**src/rtl/ocpwm_pkg.sv**
```systemverilog
// Package with register map, field positions and enumerations of the compare channel.
package ocpwm_pkg;

    // Register indices on the plain register port.
    localparam logic [2:0] OCPWM_ADDR_CTRL_ONE = 3'h0;
    localparam logic [2:0] OCPWM_ADDR_CTRL_TWO = 3'h1;
    localparam logic [2:0] OCPWM_ADDR_PRIMARY = 3'h2;
    localparam logic [2:0] OCPWM_ADDR_SECONDARY = 3'h3;
    localparam logic [2:0] OCPWM_ADDR_PERIOD = 3'h4;
    localparam logic [2:0] OCPWM_ADDR_COUNTER = 3'h5;

    // Control register one field positions.
    localparam int OCPWM_C1_IDLE_STOP = 13;
    localparam int OCPWM_C1_TSEL_LSB = 10;
    localparam int OCPWM_C1_FLT_EN = 7;
    localparam int OCPWM_C1_FLT_STAT = 4;
    localparam int OCPWM_C1_TRIG_MODE = 3;
    localparam logic [15:0] OCPWM_C1_WMASK = 16'h3C8F;

    // Control register two field positions.
    localparam int OCPWM_C2_FLT_MD = 15;
    localparam int OCPWM_C2_FLT_OUT = 14;
    localparam int OCPWM_C2_FLT_TRI = 13;
    localparam int OCPWM_C2_INV = 12;
    localparam int OCPWM_C2_CASCADE = 8;
    localparam int OCPWM_C2_TRIG_SEL = 7;
    localparam int OCPWM_C2_TRIG_STAT = 6;
    localparam int OCPWM_C2_TRIS = 5;
    localparam logic [15:0] OCPWM_C2_WMASK = 16'hF1FF;

    // Reset values.
    localparam logic [15:0] OCPWM_C1_RESET = 16'h0000;
    localparam logic [15:0] OCPWM_C2_RESET = 16'h000C;
    localparam logic [15:0] OCPWM_WORD_RESET = 16'h0000;

    // Time base selection codes.
    localparam logic [2:0] OCPWM_TSEL_T1 = 3'h4;
    localparam logic [2:0] OCPWM_TSEL_SYS = 3'h7;

    // Sync source codes.
    localparam logic [4:0] OCPWM_SYNC_NONE = 5'h00;
    localparam logic [4:0] OCPWM_SYNC_SELF = 5'h1F;

    // Waveform modes.
    typedef enum logic [2:0] {
        OCPWM_OFF = 3'h0,
        OCPWM_SGL_RISE = 3'h1,
        OCPWM_SGL_FALL = 3'h2,
        OCPWM_SGL_TOGGLE = 3'h3,
        OCPWM_DBL_SHOT = 3'h4,
        OCPWM_DBL_CONT = 3'h5,
        OCPWM_PWM_EDGE = 3'h6,
        OCPWM_PWM_CENTER = 3'h7
    } ocpwm_mode_t;

    // Time base event bundle: one tick input per selectable source.
    typedef struct packed {
        logic [4:0] tick;
        logic [4:0] period_match;
    } ocpwm_tbase_t;

    // Register port request.
    typedef struct packed {
        logic [2:0] addr;
        logic [15:0] wdata;
        logic wr;
        logic rd;
    } ocpwm_req_t;

endpackage : ocpwm_pkg

```
**src/rtl/ocpwm_channel.sv**
```systemverilog
// Output compare channel with single-shot, toggle and PWM waveforms, fault and trigger logic.
`timescale 1ns/1ps
module ocpwm_channel #(
    parameter int CHANNEL_INDEX = 1
) (
    input wire logic ref_clk_i,
    input wire logic sys_rst_i,
    input wire logic clk_en_i,
    input wire ocpwm_pkg::ocpwm_req_t req_i,
    output logic [15:0] rdata_o,
    input wire ocpwm_pkg::ocpwm_tbase_t tbase_i,
    input wire logic cpu_idle_i,
    input wire logic fault_pin_a_i,
    input wire logic fault_pin_b_i,
    input wire logic [31:0] sync_event_i,
    input wire logic cascade_carry_i,
    output logic cascade_carry_o,
    output logic compare_output_pin_o,
    output logic compare_output_pin_oe_n_o,
    output logic channel_interrupt_flag_o,
    output logic sync_event_o
);
    import ocpwm_pkg::*;

    logic [15:0] ctrl_one;
    logic [15:0] ctrl_two;
    logic [15:0] primary_compare_value;
    logic [15:0] secondary_compare_value;
    logic [15:0] primary_active;
    logic [15:0] secondary_active;
    logic [15:0] timer_period_value;
    logic [15:0] channel_counter;
    logic fault_status_flag;
    logic trigger_status;
    logic fault_active;
    logic out_level;
    logic shot_done;
    logic second_phase;
    logic tick;
    logic run;
    logic sync_hit;
    logic fault_in;
    logic primary_match;
    logic secondary_match;
    logic period_match;
    logic pwm_mode;
    logic next_out;
    ocpwm_mode_t mode;

    // Pick one bit out of a five-wide source bundle by time base code.
    function automatic logic ocpwm_pick(input logic [4:0] src, input logic [2:0] sel);
        logic r;
        r = 1'b0;
        if (sel < OCPWM_TSEL_T1) begin
            // Widened first so the last timer code does not wrap onto timer 1.
            r = src[{1'b0, sel[1:0]} + 3'd1];
        end else if (sel == OCPWM_TSEL_T1) begin
            r = src[0];
        end
        return r;
    endfunction : ocpwm_pick

    assign mode = ocpwm_mode_t'(ctrl_one[2:0]);
    assign pwm_mode = (mode == OCPWM_PWM_EDGE) || (mode == OCPWM_PWM_CENTER);

    // Time base tick; reserved codes never tick and the system clock ticks always.
    always_comb begin
        if (ctrl_one[OCPWM_C1_TSEL_LSB+:3] == OCPWM_TSEL_SYS) begin
            tick = 1'b1;
        end else begin
            tick = ocpwm_pick(tbase_i.tick, ctrl_one[OCPWM_C1_TSEL_LSB+:3]);
        end
    end

    // The channel freezes while idle if told to, so stopped state resumes intact.
    assign run = clk_en_i && !(cpu_idle_i && ctrl_one[OCPWM_C1_IDLE_STOP]);

    // Sync source decode; code zero means free-running, the top code is our own period.
    always_comb begin
        if (ctrl_two[4:0] == OCPWM_SYNC_NONE) begin
            sync_hit = 1'b0;
        end else if (ctrl_two[4:0] == OCPWM_SYNC_SELF) begin
            sync_hit = period_match;
        end else begin
            sync_hit = sync_event_i[ctrl_two[4:0]];
        end
    end

    // Fault pin routing follows the channel number.
    assign fault_in = ctrl_one[OCPWM_C1_FLT_EN] &&
        ((CHANNEL_INDEX <= 4) ? fault_pin_a_i : fault_pin_b_i);

    assign primary_match = tick && (channel_counter == primary_active);
    assign secondary_match = tick && (channel_counter == secondary_active);
    assign period_match = tick && (channel_counter == timer_period_value);

    // Channel counter: wraps after period value so a cycle is period plus one counts.
    always_ff @(posedge ref_clk_i or posedge sys_rst_i) begin
        if (sys_rst_i) begin
            channel_counter <= OCPWM_WORD_RESET;
        end else if (run) begin
            if (ctrl_two[OCPWM_C2_TRIG_SEL] && !trigger_status) begin
                channel_counter <= OCPWM_WORD_RESET;
            end else if (!ctrl_two[OCPWM_C2_TRIG_SEL] && sync_hit) begin
                channel_counter <= OCPWM_WORD_RESET;
            end else if (tick) begin
                if (channel_counter == timer_period_value) begin
                    channel_counter <= OCPWM_WORD_RESET;
                end else begin
                    channel_counter <= channel_counter + 16'h0001;
                end
            end
        end
    end

    // Cascade carry to the partner channel on wrap of the low half.
    always_ff @(posedge ref_clk_i or posedge sys_rst_i) begin
        if (sys_rst_i) begin
            cascade_carry_o <= 1'b0;
        end else if (run) begin
            cascade_carry_o <= ctrl_two[OCPWM_C2_CASCADE] && period_match;
        end
    end

    // Active compare values: PWM loads at period end, other modes follow writes at once.
    always_ff @(posedge ref_clk_i or posedge sys_rst_i) begin
        if (sys_rst_i) begin
            primary_active <= OCPWM_WORD_RESET;
            secondary_active <= OCPWM_WORD_RESET;
        end else if (run) begin
            if (!pwm_mode || period_match) begin
                primary_active <= primary_compare_value;
                secondary_active <= secondary_compare_value;
            end
        end
    end

    // Trigger status: set by the trigger source, set wins over every clear.
    always_ff @(posedge ref_clk_i or posedge sys_rst_i) begin
        if (sys_rst_i) begin
            trigger_status <= 1'b0;
        end else if (run) begin
            if (ctrl_two[OCPWM_C2_TRIG_SEL] && sync_hit && ctrl_two[4:0] != OCPWM_SYNC_SELF) begin
                trigger_status <= 1'b1;
            end else if (ctrl_one[OCPWM_C1_TRIG_MODE] && secondary_match) begin
                trigger_status <= 1'b0;
            end else if (req_i.wr && req_i.addr == OCPWM_ADDR_CTRL_TWO) begin
                trigger_status <= req_i.wdata[OCPWM_C2_TRIG_STAT];
            end
        end
    end

    // Fault status and fault hold; the cause keeps the flag set over any release.
    always_ff @(posedge ref_clk_i or posedge sys_rst_i) begin
        if (sys_rst_i) begin
            fault_status_flag <= 1'b0;
            fault_active <= 1'b0;
        end else if (run) begin
            if (fault_in && mode == OCPWM_PWM_CENTER) begin
                fault_status_flag <= 1'b1;
                fault_active <= 1'b1;
            end else if (fault_active && !fault_in) begin
                if (ctrl_two[OCPWM_C2_FLT_MD]) begin
                    if (req_i.wr && req_i.addr == OCPWM_ADDR_CTRL_ONE &&
                        !req_i.wdata[OCPWM_C1_FLT_STAT]) begin
                        fault_status_flag <= 1'b0;
                        fault_active <= 1'b0;
                    end
                end else if (period_match) begin
                    fault_status_flag <= 1'b0;
                    fault_active <= 1'b0;
                end
            end
        end
    end

    // Waveform generator next state per mode.
    always_comb begin
        next_out = out_level;
        unique case (mode)
            OCPWM_OFF: next_out = 1'b0;
            OCPWM_SGL_RISE: next_out = (primary_match && !shot_done) ? 1'b1 : out_level;
            OCPWM_SGL_FALL: next_out = (primary_match && !shot_done) ? 1'b0 : out_level;
            OCPWM_SGL_TOGGLE: next_out = primary_match ? !out_level : out_level;
            OCPWM_DBL_SHOT, OCPWM_DBL_CONT: begin
                if (!second_phase && primary_match && !shot_done) begin
                    next_out = 1'b1;
                end else if (second_phase && secondary_match) begin
                    next_out = 1'b0;
                end
            end
            OCPWM_PWM_EDGE, OCPWM_PWM_CENTER: begin
                if (secondary_active > timer_period_value) begin
                    next_out = 1'b1;
                end else if (period_match && primary_active != secondary_active) begin
                    next_out = (primary_active == OCPWM_WORD_RESET);
                end else if (secondary_match) begin
                    next_out = 1'b0;
                end else if (primary_match && primary_active != secondary_active) begin
                    next_out = 1'b1;
                end
            end
        endcase
    end

    // Output level, phase and one-shot tracking; a mode write restarts single shots.
    always_ff @(posedge ref_clk_i or posedge sys_rst_i) begin
        if (sys_rst_i) begin
            out_level <= 1'b0;
            shot_done <= 1'b0;
            second_phase <= 1'b0;
        end else if (clk_en_i && req_i.wr && req_i.addr == OCPWM_ADDR_CTRL_ONE) begin
            out_level <= (req_i.wdata[2:0] == OCPWM_SGL_FALL);
            shot_done <= 1'b0;
            second_phase <= 1'b0;
        end else if (run) begin
            out_level <= next_out;
            if (mode == OCPWM_DBL_SHOT || mode == OCPWM_DBL_CONT) begin
                if (!second_phase && primary_match && !shot_done) begin
                    second_phase <= 1'b1;
                end else if (second_phase && secondary_match) begin
                    second_phase <= 1'b0;
                    shot_done <= (mode == OCPWM_DBL_SHOT);
                end
            end else if (primary_match && mode != OCPWM_SGL_TOGGLE) begin
                shot_done <= 1'b1;
            end
        end
    end

    // Pin drive with fault override, inversion and direction control.
    always_ff @(posedge ref_clk_i or posedge sys_rst_i) begin
        if (sys_rst_i) begin
            compare_output_pin_o <= 1'b0;
            compare_output_pin_oe_n_o <= 1'b1;
        end else if (clk_en_i) begin
            if (fault_active) begin
                compare_output_pin_o <= ctrl_two[OCPWM_C2_FLT_OUT];
            end else begin
                compare_output_pin_o <= out_level ^ ctrl_two[OCPWM_C2_INV];
            end
            compare_output_pin_oe_n_o <= ctrl_two[OCPWM_C2_TRIS] &&
                !(fault_active && ctrl_two[OCPWM_C2_FLT_TRI]);
        end
    end

    // Interrupt pulse and own sync event, one cycle each.
    always_ff @(posedge ref_clk_i or posedge sys_rst_i) begin
        if (sys_rst_i) begin
            channel_interrupt_flag_o <= 1'b0;
            sync_event_o <= 1'b0;
        end else if (clk_en_i) begin
            sync_event_o <= run && period_match;
            if (mode == OCPWM_DBL_SHOT || mode == OCPWM_DBL_CONT) begin
                channel_interrupt_flag_o <= run && second_phase && secondary_match;
            end else begin
                channel_interrupt_flag_o <= run && primary_match && mode != OCPWM_OFF;
            end
        end
    end

    // Register writes; software cannot set the hardware status bits of register one.
    always_ff @(posedge ref_clk_i or posedge sys_rst_i) begin
        if (sys_rst_i) begin
            ctrl_one <= OCPWM_C1_RESET;
            ctrl_two <= OCPWM_C2_RESET;
            primary_compare_value <= OCPWM_WORD_RESET;
            secondary_compare_value <= OCPWM_WORD_RESET;
            timer_period_value <= OCPWM_WORD_RESET;
        end else if (clk_en_i && req_i.wr) begin
            unique case (req_i.addr)
                OCPWM_ADDR_CTRL_ONE: ctrl_one <= req_i.wdata & OCPWM_C1_WMASK;
                OCPWM_ADDR_CTRL_TWO: ctrl_two <= req_i.wdata & OCPWM_C2_WMASK;
                OCPWM_ADDR_PRIMARY: primary_compare_value <= req_i.wdata;
                OCPWM_ADDR_SECONDARY: secondary_compare_value <= req_i.wdata;
                OCPWM_ADDR_PERIOD: timer_period_value <= req_i.wdata;
                default: ctrl_one <= ctrl_one;
            endcase
        end
    end

    // Read data one cycle after the strobe; unmapped addresses read zero.
    always_ff @(posedge ref_clk_i or posedge sys_rst_i) begin
        if (sys_rst_i) begin
            rdata_o <= OCPWM_WORD_RESET;
        end else if (clk_en_i) begin
            rdata_o <= OCPWM_WORD_RESET;
            if (req_i.rd) begin
                unique case (req_i.addr)
                    OCPWM_ADDR_CTRL_ONE: rdata_o <= ctrl_one |
                        (16'h0001 << OCPWM_C1_FLT_STAT) & {16{fault_status_flag}};
                    OCPWM_ADDR_CTRL_TWO: rdata_o <= ctrl_two & ~(16'h0001 << OCPWM_C2_TRIG_STAT) |
                        (16'h0001 << OCPWM_C2_TRIG_STAT) & {16{trigger_status}};
                    OCPWM_ADDR_PRIMARY: rdata_o <= primary_compare_value;
                    OCPWM_ADDR_SECONDARY: rdata_o <= secondary_compare_value;
                    OCPWM_ADDR_PERIOD: rdata_o <= timer_period_value;
                    OCPWM_ADDR_COUNTER: rdata_o <= channel_counter;
                    default: rdata_o <= OCPWM_WORD_RESET;
                endcase
            end
        end
    end

endmodule : ocpwm_channel

```
**config.mk**
```make
export PLATFORM = sky130hd
export DESIGN_NAME = ocpwm_channel
export DESIGN_NICKNAME = d
export VERILOG_FILES = /design/src/rtl/ocpwm_pkg.sv /design/src/rtl/ocpwm_channel.sv
export SDC_FILE = /design/constraint.sdc
export NUM_CORES = 1
export LEC_CHECK = 0
export BUFFER_PORTS_ARGS = -buffer_cell sky130_fd_sc_hd__clkbuf_2
export CAP_MARGIN = 20
export CORE_AREA = 8 8 142 144
export CTS_CLUSTER_DIAMETER = 150
export CTS_CLUSTER_SIZE = 20
export DETAILED_ROUTE_END_ITERATION = 16
export DIE_AREA = 0 0 150 152
export PLACE_DENSITY = 0.66
export SYNTH_ARGS = -nofsm -noshare
export SYNTH_HDL_FRONTEND = slang
export SYNTH_SLANG_ARGS = --single-unit
export TNS_END_PERCENT = 20
```
**constraint.sdc**
```tcl
create_clock -name ref_clk_i -period 4.99 [get_ports ref_clk_i]
set_input_delay 0.2495 -clock ref_clk_i [delete_from_list [all_inputs] [get_ports ref_clk_i]]
set_output_delay 0.2495 -clock ref_clk_i [all_outputs]
set_load 0.005 [all_outputs]
```
==> summary.json <==
{
  "status": {
    "run_status": "complete, but fails checks",
    "violations": "hold timing"
  },
  "sta": {
    "report.final.slew_viol_count": 0,
    "hold_viol": 9,
    "fin_worst_skew_ps": 11.8,
    "finalSetupViolations": 0,
    "final.hold.worst_slack_ps": -12.6,
    "timing_worst_slew_pin_value_ps": 1190,
    "rsz0062_at_grt": "false",
    "timing.final.crit_period_ps": 3650,
    "slew_headroom_pct": 19.1,
    "setup-tns-final_ps": 0,
    "timing.fmax_mhz": 274,
    "postLayoutSetupSlackWorst_ps": 1340,
    "fin_crit_sh_pct": 73.1
  },
  "power": {
    "power_density_mw_per_mm2": 473,
    "power.leakage_uw": 0.00414,
    "ir_drop_uv": 295,
    "fin_total_pwr_uw": 4460
  },
  "floorplanning": {
    "start_util_pct": 46.7,
    "floorplan.die_area_mm2": 0.0228,
    "placement_rows": 49,
    "die-height_um": 152,
    "die_width_um": 150,
    "number_of_i_o_pins": 91,
    "core_area_mm2": 0.0178
  },
  "drt": {
    "detail_route.vias_per_cell": 5.91,
    "dr.first_iter.drc_count": 640,
    "wirelength_um": 24200,
    "drtPass1Iterations": 5,
    "postRouteAntennaNets": 0,
    "wire_per_inst_um": 22.0,
    "vias_after_detailed_routing": 6486,
    "route.detailed.drc": 0
  },
  "grt": {
    "number_of_global_route_vias_before_repair": 6442,
    "first_pass_grt_wire_length_um": 37500,
    "overflow": 0,
    "tot_gr_track_use_pct": 21.5,
    "grt_start_max_net_pins": 93,
    "antenna_found_initial": 0
  },
  "flow_run": {
    "drv.max_cap_violation_count": 0
  },
  "cts": {
    "holdBufCountCts": 0,
    "tritoncts_num_sinks": 143,
    "post_cts.resized_instances": 0,
    "htree_levels": 4,
    "cts.root.buffer_cell": "sky130_fd_sc_hd__clkbuf_16",
    "cts_inserted_buffers": 17,
    "cts.clk_slew.worst_paths_ps": 60,
    "post-cts-setup-buffers": 0,
    "insertion_delay_ps": 440,
    "cts_buffer_depth": 2,
    "cts_tree": "done"
  },
  "place": {
    "place.detailed.hpwl_um": 17800,
    "gp_congestion": 0.896,
    "portBuffers": 83,
    "detailedPlace.worstSlack_ps": 1330
  },
  "worst_setup_path": {
    "reg2regPathDepth": 7,
    "timing_worst_setup_path_type": "flip-flop to flip-flop",
    "critical_path_data_arrival_time_ps": 3950,
    "critPathMaxFanout": 12,
    "cp_data_required_time_ps": 5290,
    "cp-start-kind": "flip-flop",
    "worstSetupEndpointType": "flip-flop"
  },
  "yosys": {
    "netlist_area_mm2": 0.00830,
    "yosys_most_used_dff": "sky130_fd_sc_hd__dfrtp_1",
    "yosysWarnings": 0,
    "asyncSetResetFlopFracSynth_pct": 100,
    "ys_types": 65,
    "synth_seq_area_share_pct": 43.2,
    "synthesis.area_per_instance_um2": 10.4,
    "ys_ff_latch": 143,
    "synthesis.nets": 889,
    "synth_enable_flop_cells": 0,
    "synthCells": 800
  },
  "cells_and_area": {
    "nFillCells": 1646,
    "area_growth_pct": 13.6,
    "insertedDiodeCount": 0,
    "nNetsFinal": 945,
    "layout.cells.most_common_list": "sky130_fd_sc_hd__dfrtp_1, sky130_fd_sc_hd__mux2_2, sky130_fd_sc_hd__clkbuf_2",
    "final_layout_size_suffix_gt1_share_pct": 26.4,
    "final_common_cell": "sky130_fd_sc_hd__dfrtp_1"
  },
  "worst_hold_path": {
    "min_path_type": "input port to async pin"
  }
}
[worst max-delay path: stages (launching register included)]
cell and delay (ps):
sky130_fd_sc_hd__dfrtp_1 720, sky130_fd_sc_hd__mux4_1 630, sky130_fd_sc_hd__mux2i_1 150, sky130_fd_sc_hd__o211ai_1 90, sky130_fd_sc_hd__nand3_1 200, sky130_fd_sc_hd__o311a_1 580, sky130_fd_sc_hd__nand3_1 620, sky130_fd_sc_hd__o311ai_0 530
[routing by layer]
metal	routed length (um)	global-route usage, %
met1	10900	29.4
met3	1780	5.17
met4	638	7.90
met5	0	0
met2	10900	32.3
[Yosys cell counts, types with 5 or more instances]
cell	number	share of area [%]
sky130_fd_sc_hd__inv_1	47	2.1
sky130_fd_sc_hd__nand3_1	29	1.7
sky130_fd_sc_hd__buf_2	5	0.30
sky130_fd_sc_hd__nor4_1	15	1.1
sky130_fd_sc_hd__buf_6	5	0.68
sky130_fd_sc_hd__nand4_1	19	1.4
sky130_fd_sc_hd__mux2i_1	24	2.9
sky130_fd_sc_hd__a31oi_1	5	0.38
sky130_fd_sc_hd__nor2b_1	6	0.45
sky130_fd_sc_hd__mux2_2	84	11
sky130_fd_sc_hd__o21ai_0	40	2.4
sky130_fd_sc_hd__and3_1	10	0.75
sky130_fd_sc_hd__o22ai_1	19	1.4
sky130_fd_sc_hd__clkbuf_1	38	1.7
sky130_fd_sc_hd__nand2b_1	8	0.60
sky130_fd_sc_hd__nand2_1	79	3.6
sky130_fd_sc_hd__xor2_1	32	3.4
sky130_fd_sc_hd__a21oi_1	20	1.2
sky130_fd_sc_hd__o22a_1	5	0.53
sky130_fd_sc_hd__nor2_1	16	0.72
sky130_fd_sc_hd__a22oi_1	8	0.72
sky130_fd_sc_hd__nor3_1	10	0.60
sky130_fd_sc_hd__dfrtp_1	140	42
sky130_fd_sc_hd__mux4_1	6	1.9
sky130_fd_sc_hd__xnor2_1	33	3.5
sky130_fd_sc_hd__o211ai_1	5	0.45
sky130_fd_sc_hd__ha_1	19	2.9
[flip-flops by register name, indices dropped and copies added, names as in the netlist]
name / flops
channel_interrupt_flag_o: 1
timer_period_value: 16
rdata_o: 16
ctrl_two: 12
shot_done: 1
ctrl_one: 9
primary_compare_value: 16
cascade_carry_o: 1
second_phase: 1
out_level: 1
compare_output_pin_oe_n_o: 1
channel_counter: 16
primary_active: 16
compare_output_pin_o: 1
secondary_compare_value: 16
sync_event_o: 1
fault_active: 1
secondary_active: 16
trigger_status: 1
[stage by stage]
stage	cells	area (um2)	utilization, %
3_5_place_dp	1066	8810	49.6
3_3_place_gp	1066	8810	49.6
2_1_floorplan	800	8300	-
5_1_grt	1098	9430	53.0
6_report	1098	9430	53.0
4_1_cts	1098	9430	53.0
[cells by family (layout without fill, tap and decap cells)]
| group | after synthesis | in the layout | synth area share, % |
|---|---|---|---|
| DFF | 143 | 143 | 43.2 |
| AOI/OAI and AO/OA | 146 | 146 | 12.3 |
| muxes | 118 | 118 | 17.1 |
| adders and majority gates | 19 | 19 | 2.87 |
| and+or+nand+nor | 209 | 209 | 12.6 |
| buffers and inverters | 100 | 169 | 5.05 |
| xor gates and xnor gates | 65 | 65 | 6.86 |
[report_power, final]
part / total, uW / switching [uW] / internal [uW]
clock network: 1330 / 538 / 794
registers: 1880 / 440 / 1440
logic: 1250 / 615 / 633
total: 4460 / 1590 / 2870
[final timing paths]
| path | start | end | slack [ps] |
|---|---|---|---|
| max | ctrl_two[0]$_DFFE_PP0P_ | channel_counter[5]$_DFFE_PP0P_ | 1340 |
| min | sys_rst_i | rdata_o[12]$_DFFE_PP0P_ | -10 |
| max reg2reg | ctrl_two[0]$_DFFE_PP0P_ | channel_counter[5]$_DFFE_PP0P_ | 1340 |
| min reg2reg | cascade_carry_o$_DFFE_PP0P_ | cascade_carry_o$_DFFE_PP0P_ | 480 |
| max in group asynchronous | sys_rst_i | primary_active[8]$_DFFE_PP0P_ | 3800 |
| min in group ref_clk_i | req_i[15] | ctrl_one[13]$_DFFE_PP0P_ | 100 |
[final cells by class]
class,count,area (um2),area share [%]
Clock inverter,14,183,1.94
Tap cell,229,287,3.04
Inverter,48,185,1.96
Multi-Input combinational cell,557,4300,45.6
Clock buffer,18,429,4.55
Timing Repair Buffer,89,460,4.89
Sequential cell,143,3580,38.0
No activity file was read; power rests on OpenSTA's default activity.
